File: src/ccs_regs.svh
// register offsets, field positions and codes of the channel supervisor
`ifndef CCS_REGS_SVH
`define CCS_REGS_SVH
`define CCS_ADDR_CTRL      4'h0
`define CCS_ADDR_CMD_SEL   4'h1
`define CCS_ADDR_REF_SEL   4'h2
`define CCS_ADDR_OPS_SEL   4'h3
`define CCS_ADDR_PID_SEL   4'h4
`define CCS_ADDR_FLAGS     4'h5
`define CCS_ADDR_IRQ_STAT  4'h6
`define CCS_ADDR_IRQ_MASK  4'h7
`define CCS_ADDR_SPEED_W   4'h8
`define CCS_ADDR_FREQ_W    4'h9
`define CCS_ADDR_PID_SP_W  4'hA
`define CCS_ADDR_PID_FB_W  4'hB
`define CCS_ADDR_COEFF_W   4'hC
`define CCS_ADDR_REACTION  4'hD
`define CCS_ADDR_DRIVE     4'hE
`define CCS_SRC_NONE       2'h0
`define CCS_SRC_BUS        2'h1
`define CCS_SRC_CAN        2'h2
`define CCS_SRC_CARD       2'h3
`define CCS_IRQ_NET_FAULT  0
`define CCS_IRQ_DRV_FAULT  1
`define CCS_IRQ_SW_FAULT   2
`define CCS_IRQ_COMM_LOSS  3
`define CCS_IRQ_WIDTH      4
`define CCS_UNMAPPED_DATA  32'hDEADBEEF
`endif

File: src/ccs_pkg.sv
// types of the channel supervisor
package ccs_pkg;
    typedef enum logic [2:0] {
        CCS_REACT_FAULT,
        CCS_REACT_STOP,
        CCS_REACT_IGNORE,
        CCS_REACT_HOLD,
        CCS_REACT_FALLBACK
    } ccs_react_t;
    typedef enum logic [1:0] {
        CCS_BUS_IDLE,
        CCS_BUS_ANSWER
    } ccs_bus_t;
endpackage

File: src/ccs_word_mem.sv
// small word store with registered read port for the per-channel reference words
`timescale 1ns/1ps
module ccs_word_mem #(
    parameter int WIDTH = 16,
    parameter int DEPTH = 16,
    parameter int AW    = 4
) (
    input  wire logic             sys_clk,
    input  wire logic             wr_en,
    input  wire logic [AW-1:0]    wr_addr,
    input  wire logic [WIDTH-1:0] wr_data,
    input  wire logic [AW-1:0]    rd_addr,
    output logic      [WIDTH-1:0] rd_data
);
    logic [WIDTH-1:0] mem_reg [DEPTH];
    // storage holds no reset; pid_feedback loads the read word whether or not the channel's seen flag is set
    always_ff @(posedge sys_clk) begin
        if (wr_en) begin
            mem_reg[wr_addr] <= wr_data;
        end
        rd_data <= mem_reg[rd_addr];
    end
endmodule

File: src/ccs_supervisor.sv
// communication channel supervisor: channel flags, faults, start gating and register bus
`timescale 1ns/1ps
// Operation
// - problem on connected participant channel raises network fault with configured reaction
// - problem on disconnected or non participant channel raises no fault
// - any problem clears the channel's connected flag
// - fixed-function command bits on inactive channel do not make it participant
// - channel enabled only after its needed command word and any one reference word arrived once
// - start refused unless every participant channel is enabled
// - operation enabled blocked until the network reference written once
// - any problem clears the channel's enabled flag
// - switching from enabled to disabled channel raises network fault at once
// - card management fault raises drive fault regardless of channel state
// - summing input on a channel with operations active makes it participant
// - switch bit on a card allows start only once that card is enabled
// - PID feedback taken from the bus analog input of the selected channel
// - network fault applies one of five configured reactions
// - first command or reference write makes a channel connected
// - channel carrying a needed command or reference is participant
module ccs_supervisor
    import ccs_pkg::*;
#(
    parameter int NCH = 3
) (
    input  wire logic        sys_clk,
    input  wire logic        rst,
    input  wire logic [3:0]  avs_address,
    input  wire logic        avs_read,
    input  wire logic        avs_write,
    input  wire logic [31:0] avs_writedata,
    output logic      [31:0] avs_readdata,
    output logic             avs_waitrequest,
    input  wire logic [2:0]  ch_cmd_wr,
    input  wire logic [2:0]  ch_comm_problem,
    input  wire logic        card_mgmt_fault,
    output logic             net_fault,
    output logic             drive_fault,
    output logic [2:0]       fault_reaction,
    output logic             start_allowed,
    output logic             op_enable_allowed,
    output logic [15:0]      pid_feedback,
    output logic             irq
);
`include "ccs_regs.svh"
    // control registers written by software
    logic [1:0]  cmd_sel_reg, cmd_sel_next;
    logic [7:0]  ref_sel_reg, ref_sel_next;     // [1:0] ref1 [3:2] ref1b [5:4] ref2 [7:6] switch card
    logic [15:0] ops_sel_reg, ops_sel_next;     // sum2 sum3 sub2 sub3 mult2 mult3 | [12] ops on
    logic [3:0]  pid_sel_reg, pid_sel_next;     // [1:0] ai channel [2] feedback from bus ai
    logic [2:0]  react_reg, react_next;
    logic [NCH-1:0] conn_reg, conn_next, part_reg, enab_reg, enab_next;
    logic [NCH-1:0] cmd_seen_reg, cmd_seen_next, ref_seen_reg, ref_seen_next;
    logic [NCH-1:0] prob_conn_part, need_ref, need_cmd;
    logic [3:0]  stat_reg, stat_next, mask_reg, mask_next;
    logic [1:0]  act_reg;
    logic        net_fault_reg, net_fault_next, drv_fault_reg, drv_fault_next;
    logic        start_reg, opena_reg, irq_reg;
    logic [31:0] rdata_reg, rdata_next;
    ccs_bus_t    bus_reg, bus_next;
    logic        wait_reg;
    logic [15:0] mem_rd;
    logic        ref_wr, wr_hit;
    logic [1:0]  wr_ch;
    logic        sw_fault;
    logic [3:0]  ev;

    // words written by the master land in the store; ch index rides in data[17:16]
    // a write commits only at the edge that sees waitrequest low, as the bus defines it
    assign wr_hit = avs_write && (bus_reg == CCS_BUS_ANSWER);
    assign wr_ch  = avs_writedata[17:16];
    assign ref_wr = wr_hit && (avs_address >= `CCS_ADDR_SPEED_W)
                    && (avs_address <= `CCS_ADDR_COEFF_W);

    // one slot per word kind and channel code, so no two words share a slot
    ccs_word_mem #(.WIDTH(16), .DEPTH(32), .AW(5)) u_mem (
        .sys_clk (sys_clk),
        .wr_en   (ref_wr),
        .wr_addr ({avs_address[2:0], wr_ch}),
        .wr_data (avs_writedata[15:0]),
        .rd_addr ({3'h3, pid_sel_reg[1:0]}),   // bus analog input word kind
        .rd_data (mem_rd)
    );

    // per channel: what it must deliver, and how its flags move
    generate
        for (genvar c = 0; c < NCH; c++) begin : g_ch
            localparam logic [1:0] ID = 2'(c + 1);
            // channel carrying active command or reference
            // only the active command channel and the switch card count, fixed bits elsewhere ignored
            assign need_cmd[c] = (cmd_sel_reg == ID) || (ref_sel_reg[7:6] == ID);
            // summing or other operation input counts when operations active
            // bus analog input channel counts for PID feedback
            assign need_ref[c] = (ref_sel_reg[1:0] == ID) || (ref_sel_reg[3:2] == ID)
                || (ref_sel_reg[5:4] == ID)
                || (ops_sel_reg[12] && ((ops_sel_reg[1:0] == ID) || (ops_sel_reg[3:2] == ID)
                || (ops_sel_reg[5:4] == ID) || (ops_sel_reg[7:6] == ID)
                || (ops_sel_reg[9:8] == ID) || (ops_sel_reg[11:10] == ID)))
                || (pid_sel_reg[2] && (pid_sel_reg[1:0] == ID));
            always_comb begin
                part_reg[c] = need_cmd[c] || need_ref[c];
            end
            assign prob_conn_part[c] = ch_comm_problem[c] && conn_reg[c] && part_reg[c];
            always_comb begin
                conn_next[c]     = conn_reg[c];
                cmd_seen_next[c] = cmd_seen_reg[c];
                ref_seen_next[c] = ref_seen_reg[c];
                // first command or reference write connects
                if (ch_cmd_wr[c]) begin
                    conn_next[c]     = 1'b1;
                    cmd_seen_next[c] = 1'b1;
                end
                if (ref_wr && (wr_ch == ID)) begin
                    conn_next[c]     = 1'b1;
                    ref_seen_next[c] = 1'b1;
                end
                // problem disconnects; loss wins so a dead link stays down
                // problem also forgets received words so enable drops
                if (ch_comm_problem[c]) begin
                    conn_next[c]     = 1'b0;
                    cmd_seen_next[c] = 1'b0;
                    ref_seen_next[c] = 1'b0;
                end
                // enabled once the needed command word and any one reference word were seen
                enab_next[c] = conn_next[c] && (cmd_seen_next[c] || !need_cmd[c])
                               && (ref_seen_next[c] || !need_ref[c]);
            end
        end
    endgenerate

    // active reference switch landing on a disabled channel
    // only a move away from an enabled channel counts, so first configuration stays quiet
    assign sw_fault = (ref_sel_reg[1:0] != act_reg) && (ref_sel_reg[1:0] != `CCS_SRC_NONE)
                      && (act_reg != `CCS_SRC_NONE) && enab_reg[act_reg-2'h1]
                      && !enab_reg[ref_sel_reg[1:0]-2'h1];

    // faults and sticky status; hardware set wins over software clear
    always_comb begin
        ev = 4'h0;
        // only connected participant problems count here
        ev[`CCS_IRQ_NET_FAULT] = (|prob_conn_part) || sw_fault;
        // management fault is independent of channel state
        ev[`CCS_IRQ_DRV_FAULT] = card_mgmt_fault
            || (ev[`CCS_IRQ_NET_FAULT] && (react_reg == 3'(CCS_REACT_FAULT)));
        ev[`CCS_IRQ_SW_FAULT]  = sw_fault;
        ev[`CCS_IRQ_COMM_LOSS] = |ch_comm_problem;
        net_fault_next = net_fault_reg || ev[`CCS_IRQ_NET_FAULT];
        drv_fault_next = drv_fault_reg || ev[`CCS_IRQ_DRV_FAULT];
        stat_next = stat_reg;
        if (wr_hit && (avs_address == `CCS_ADDR_IRQ_STAT)) begin
            stat_next = stat_reg & ~avs_writedata[3:0];
        end
        if (wr_hit && (avs_address == `CCS_ADDR_DRIVE) && avs_writedata[0]) begin
            net_fault_next = 1'b0;
            drv_fault_next = 1'b0;
        end
        stat_next = stat_next | ev;
        net_fault_next = net_fault_next || ev[`CCS_IRQ_NET_FAULT];
        drv_fault_next = drv_fault_next || ev[`CCS_IRQ_DRV_FAULT];
    end

    // register writes and read mux; one wait cycle, answer on the following edge
    always_comb begin
        cmd_sel_next = cmd_sel_reg;
        ref_sel_next = ref_sel_reg;
        ops_sel_next = ops_sel_reg;
        pid_sel_next = pid_sel_reg;
        react_next   = react_reg;
        mask_next    = mask_reg;
        rdata_next   = rdata_reg;
        bus_next     = CCS_BUS_IDLE;
        if ((avs_read || avs_write) && bus_reg == CCS_BUS_IDLE) begin
            bus_next = CCS_BUS_ANSWER;
        end
        if (wr_hit) begin
            case (avs_address)
                `CCS_ADDR_CMD_SEL:  cmd_sel_next = avs_writedata[1:0];
                `CCS_ADDR_REF_SEL:  ref_sel_next = avs_writedata[7:0];
                `CCS_ADDR_OPS_SEL:  ops_sel_next = avs_writedata[15:0];
                `CCS_ADDR_PID_SEL:  pid_sel_next = avs_writedata[3:0];
                `CCS_ADDR_IRQ_MASK: mask_next    = avs_writedata[3:0];
                `CCS_ADDR_REACTION: begin
                    // five reactions; others fall back to drive fault
                    react_next = (avs_writedata[2:0] > 3'(CCS_REACT_FALLBACK))
                                 ? 3'(CCS_REACT_FAULT) : avs_writedata[2:0];
                end
                default: ;
            endcase
        end
        if (avs_read && bus_reg == CCS_BUS_IDLE) begin
            case (avs_address)
                `CCS_ADDR_CMD_SEL:  rdata_next = {30'h0, cmd_sel_reg};
                `CCS_ADDR_REF_SEL:  rdata_next = {24'h0, ref_sel_reg};
                `CCS_ADDR_OPS_SEL:  rdata_next = {16'h0, ops_sel_reg};
                `CCS_ADDR_PID_SEL:  rdata_next = {28'h0, pid_sel_reg};
                `CCS_ADDR_FLAGS:    rdata_next = {13'h0, enab_reg, 5'h0, part_reg,
                                                  5'h0, conn_reg};
                `CCS_ADDR_IRQ_STAT: rdata_next = {28'h0, stat_reg};
                `CCS_ADDR_IRQ_MASK: rdata_next = {28'h0, mask_reg};
                `CCS_ADDR_REACTION: rdata_next = {29'h0, react_reg};
                `CCS_ADDR_DRIVE:    rdata_next = {28'h0, opena_reg, start_reg,
                                                  drv_fault_reg, net_fault_reg};
                default:            rdata_next = `CCS_UNMAPPED_DATA;
            endcase
        end
    end

    // all flags and control registers cleared on reset
    always_ff @(posedge sys_clk) begin
        if (rst) begin
            conn_reg <= '0; enab_reg <= '0; cmd_seen_reg <= '0; ref_seen_reg <= '0;
            cmd_sel_reg <= 2'h0; ref_sel_reg <= 8'h00; ops_sel_reg <= 16'h0000;
            pid_sel_reg <= 4'h0; react_reg <= 3'h0; stat_reg <= 4'h0; mask_reg <= 4'h0;
            act_reg <= 2'h0; net_fault_reg <= 1'b0; drv_fault_reg <= 1'b0;
            start_reg <= 1'b0; opena_reg <= 1'b0; irq_reg <= 1'b0;
            rdata_reg <= 32'h0; bus_reg <= CCS_BUS_IDLE; pid_feedback <= 16'h0000;
            wait_reg <= 1'b1;
        end else begin
            conn_reg <= conn_next; enab_reg <= enab_next;
            cmd_seen_reg <= cmd_seen_next; ref_seen_reg <= ref_seen_next;
            cmd_sel_reg <= cmd_sel_next; ref_sel_reg <= ref_sel_next;
            ops_sel_reg <= ops_sel_next; pid_sel_reg <= pid_sel_next;
            react_reg <= react_next; stat_reg <= stat_next; mask_reg <= mask_next;
            act_reg <= ref_sel_reg[1:0];
            net_fault_reg <= net_fault_next; drv_fault_reg <= drv_fault_next;
            // start only if every participant channel is enabled
            // switch card enabled is part of the same check
            start_reg <= ((part_reg & ~enab_reg) == '0) && !drv_fault_reg;
            // operation enable waits for the reference to arrive once
            opena_reg <= ((part_reg & ~enab_reg) == '0) && !drv_fault_reg
                         && (ref_sel_reg[1:0] == `CCS_SRC_NONE
                             || ref_seen_reg[ref_sel_reg[1:0]-2'h1]);
            irq_reg <= |(stat_reg & mask_reg);
            rdata_reg <= rdata_next; bus_reg <= bus_next;
            // waitrequest kept in its own flop so the pin carries no decode glitch
            wait_reg <= (bus_next == CCS_BUS_IDLE);
            // feedback from bus analog input word of selected channel
            if (pid_sel_reg[2]) begin
                pid_feedback <= mem_rd;
            end
        end
    end

    assign avs_readdata      = rdata_reg;
    assign avs_waitrequest   = wait_reg;
    assign net_fault         = net_fault_reg;
    assign drive_fault       = drv_fault_reg;
    assign fault_reaction    = react_reg;
    assign start_allowed     = start_reg;
    assign op_enable_allowed = opena_reg;
    assign irq               = irq_reg;

    // checks next to the logic
    a_prob_disconnects: assert property (@(posedge sys_clk) disable iff (rst)
        ch_comm_problem[0] |=> !conn_reg[0] && !enab_reg[0])
        else $error("channel stayed connected after problem");
    a_net_fault_set: assert property (@(posedge sys_clk) disable iff (rst)
        prob_conn_part[0] |=> net_fault_reg)
        else $error("network fault missed");
    a_mgmt_drive: assert property (@(posedge sys_clk) disable iff (rst)
        card_mgmt_fault |=> drv_fault_reg)
        else $error("management fault missed");
    a_start_gate: assert property (@(posedge sys_clk) disable iff (rst)
        (part_reg[0] && !enab_reg[0]) |=> !start_reg)
        else $error("start allowed with disabled channel");
    a_first_write: assert property (@(posedge sys_clk) disable iff (rst)
        (ch_cmd_wr[1] && !ch_comm_problem[1]) |=> conn_reg[1])
        else $error("channel not connected after write");
    a_enab_needs: assert property (@(posedge sys_clk) disable iff (rst)
        enab_reg[0] |-> conn_reg[0])
        else $error("enabled without connection");
    a_quiet_problem: assert property (@(posedge sys_clk) disable iff (rst)
        (ch_comm_problem != 0 && prob_conn_part == 0 && !sw_fault && !net_fault_reg)
        |=> !net_fault_reg)
        else $error("spurious network fault");
    a_switch_fault: assert property (@(posedge sys_clk) disable iff (rst)
        sw_fault |=> net_fault_reg)
        else $error("switch fault missed");
    c_fault_seen: cover property (@(posedge sys_clk) disable iff (rst) $rose(net_fault_reg));
    c_start_ok: cover property (@(posedge sys_clk) disable iff (rst) $rose(start_reg));
    c_op_enable: cover property (@(posedge sys_clk) disable iff (rst) $rose(opena_reg));
endmodule

File: config.mk
export PLATFORM = sky130hd
export DESIGN_NAME = ccs_supervisor
export DESIGN_NICKNAME = d
export VERILOG_FILES = /design/src/ccs_pkg.sv /design/src/ccs_word_mem.sv /design/src/ccs_supervisor.sv
export VERILOG_INCLUDE_DIRS = /design/src
export SDC_FILE = /design/constraint.sdc
export NUM_CORES = 1
export LEC_CHECK = 0
export BUFFER_PORTS_ARGS = -buffer_cell sky130_fd_sc_hd__buf_2
export CORE_ASPECT_RATIO = 1.5
export CORE_MARGIN = 3
export CORE_UTILIZATION = 40
export DETAILED_ROUTE_END_ITERATION = 6
export SLEW_MARGIN = 30
export SYNTH_ARGS = -nofsm -noshare
export SYNTH_HDL_FRONTEND = slang
export SYNTH_HIERARCHICAL = 1
export SYNTH_SLANG_ARGS = --single-unit
export TNS_END_PERCENT = 100
File: constraint.sdc
create_clock -name sys_clk -period 3.8 [get_ports sys_clk]
set_clock_uncertainty 0.1 [all_clocks]
set_input_delay 0.38 -clock sys_clk [delete_from_list [all_inputs] [get_ports sys_clk]]
set_output_delay 0.38 -clock sys_clk [all_outputs]
set_load 0.005 [all_outputs]
==> results_dict.tcl <==
set metrics [dict create \
    top_level_ports 104 \
    synth_edf_count 512 \
    largest_reg_flops 512 \
    slew_violations 130 \
    cts_buffers 56 \
    grt.overflow.total 0 \
    finalHoldViolCount 0 \
    ys.flop_type "edfxtp_1" \
    core_area_mm2 0.06153 \
    synth_compound_area_share_pct 7.115 \
    vias 14210 \
    first_global_vias 14450 \
    violations "max-slew violations" \
    rsz0062_at_grt "no" \
    postLayoutSetupSlackWorst_ps 1182 \
    cts_htree_levels 2 \
    place_hpwl_um 36690 \
    cp.buffers_inverters 1 \
    path_delay_family "simple AND/OR/NAND/NOR gates" \
    route.detailed.drc 0 \
    die_h_um 312.1 \
    grt_use_total_pct 18.11 \
    grt_pass1_wl_um 89850 \
    gp_congestion 0.8659 \
    path_max_fanout 13 \
    clk_path_buf_depth 3 \
    pre_cts_slack_ps 766.8 \
    power_density_mw_per_mm2 480.7 \
    clkLatencyLatePin_ps 600 \
    fill_cells 5367 \
    yosys.area_share.simple_pct 6.559 \
    cts_tree "yes" \
    port_buffers 85 \
    leakage_nw 8.766 \
    yosysTopAreaCellShare_pct 61.52 \
    drt_iter0_markers 1089 \
    die_x_um 210.1 \
    fin_nets 1817 \
    place_inst 2486 \
    grt_max_degree 94 \
    yosys_warnings 6 \
    setup_viol_count_final 0 \
    ant_nets 0 \
    post_cts_buffers 0 \
    first_pass_iters 5 \
    ys_top_cells_by_area "edfxtp_1, mux2i_1, dfxtp_1" \
    wl_per_cell_um 23.10 \
    rows 111 \
    hold_path_class "input port to flip-flop" \
    antenna_found_initial 0 \
    synth_area_mm2 0.02499 \
    worstMarginPinSlew_ps 5998 \
    async_flop_share_pct 0 \
    synth_top_family_by_area "multiplexers" \
    critical_path.endpoint_type "flip-flop" \
    cpPeakStageDelay_ps 620 \
    ys_ff_latch 626 \
    relSlewSlack_pct -300.7 \
    critPathKind "flip-flop to flip-flop" \
    maxCapViolations 0 \
    diodes 0 \
    cp.arrival_ps 2810 \
    cts_root_buf "clkbuf_16" \
    area_growth_pct 11.93 \
    synth_xor_area_share_pct 0.07009 \
    max_freq_mhz 381.9 \
    fin_crit_ps 2618 \
    ys_types 61 \
    synth_fa_ha_area_share_pct 0.2503 \
    finalSetupTns_ps 0 \
    outcome "complete, but fails checks" \
    fp.dieArea_mm2 0.06557 \
    clock_sinks 626 \
    start_util_pct 40.62 \
    slowest_stage "or3b_2" \
    seq_area_frac_synth_pct 70.66 \
    vias_per_cell 5.464 \
    crit_path_start_kind "flip-flop" \
    ir_drop_uv 359.7 \
    cp_data_required_time_ps 3990 \
    crit_chain "and4_1, or3b_2, nor2_1, buf_4" \
    avgSynthCellArea_um2 15.05 \
    clk_pin_slew_ps 60 \
    fin_cells 2600 \
    totalWireLength_um 60060 \
    post-route-period-util_pct 68.91 \
    synth_top_area_cell "edfxtp_1" \
    drive_gt1_share_pct 12.82 \
    synth_cells 1661 \
    synth_mux_area_share_pct 11.95 \
]
-- path summary, 6_finish.rpt --
path | slack (ps) | startpoint | cells after the start | endpoint
max | 1180 | bus_reg[0] | 4 | u_mem/mem_reg[20][1]
min | 110 | avs_writedata[3] | 3 | ops_sel_reg[3]
max reg2reg | 1180 | bus_reg[0] | 4 | u_mem/mem_reg[20][1]
min reg2reg | 360 | cmd_seen_reg[1] | 1 | cmd_seen_reg[1]
-- layout by cell type (no fill, tap or decap), types with 3 or more instances in the layout --
cell type and count:
mux2i_1 295, inv_1 20, or3b_2 3, clkinv_2 10, o22ai_1 5, buf_4 47
a211oi_1 3, a22oi_1 80, ha_1 5, dlygate4sd3_1 11, a21oi_1 75, edfxtp_1 512
nor2_1 109, clkbuf_1 19, nand3_1 44, nor2b_1 9, o21a_1 3, a311oi_1 3
clkinv_1 5, a221oi_1 10, buf_2 84, clkbuf_16 57, nand4_1 17, buf_6 3
nand3b_1 9, dfxtp_1 113, a22o_1 35, conb_1 10, nand2b_1 7, nand2_1 86
bufinv_16 4, a31oi_1 18, o21ai_0 7, nor3_1 42
-- power breakdown --
group | switching [mW] | internal (mW) | total (mW) | leakage (nW)
combinational | 0.342 | 0.137 | 0.479 | 2.38
clock | 2.41 | 3.07 | 5.48 | 0.857
sequential | 0.0323 | 7.46 | 7.49 | 5.53
-- cells in the mapped netlist, types with 4 or more instances --
library cell	instances
a22oi_1	80
nand3_1	44
nand2_1	86
nand4_1	17
nand3b_1	9
a31oi_1	18
ha_1	5
o22ai_1	5
buf_12	5
nor2_1	109
o21ai_0	7
a221oi_1	10
buf_6	7
nor3_1	43
buf_8	6
mux2i_1	295
clkbuf_1	25
buf_4	33
buf_1	4
edfxtp_1	512
a21oi_1	75
nand2b_1	7
buf_2	29
dfxtp_1	114
nor2b_1	10
a22o_1	35
inv_1	19
-- cell type report --
type                            count  area [µm²]  area share [%]
Sequential cell                   626       17660           63.14
Multi-Input combinational cell    915        6535           23.36
Clock buffer                       78        1525           5.453
Tap cell                          791       989.7           3.538
Timing Repair Buffer              147       964.7           3.449
Clock inverter                     24       225.2          0.8052
Inverter                           19       71.32          0.2550
-- repair_timing --
item | 4_1_cts | 5_1_grt
hold endpoints to repair | 16 | 0
gates resized for setup | 0 | 0
hold buffers | 11 | 0
-- layer usage --
metal	part of all wire, %	up-vias	GRT usage [%]	wire length [µm]
li1	-	6562	-	-
met1	39	7168	21.99	23470
met2	53	372	33.16	32030
met3	4.3	104	2.229	2554
met4	3.3	0	6.103	2008
met5	0	-	0	0
-- worst register-to-register path, cell delays in order (launching register included) --
cell,delay (ps)
dfxtp_1,430
and4_1,440
or3b_2,620
nor2_1,390
buf_4,320
-- stage by stage --
| stage | hold slack (ps) | utilization [%] | area (µm²) | total power [mW] |
|---|---|---|---|---|
| 4_1_cts | 66.70 | 45.41 | 27940 | 13.54 |
| 2_1_floorplan | 328.9 | - | 25020 | 7.863 |
| 3_5_place_dp | 346.3 | 42.38 | 26080 | 8.074 |
| 3_3_place_gp | 339.9 | 42.37 | 26070 | 8.064 |
| 5_1_grt | 90.61 | 45.46 | 27970 | 13.88 |
| 6_report | 108.1 | 45.46 | 27970 | 13.45 |
-- cells by family after synthesis --
group,after synthesis
AO/OA/AOI/OAI,255
XOR/XNOR,2
adder cells (fa/ha/maj),5
buffers and inverters,128
flip-flops,626
multiplexers,297
other,2
AND/OR/NAND/NOR,346
(Power assumes the default switching activity.)
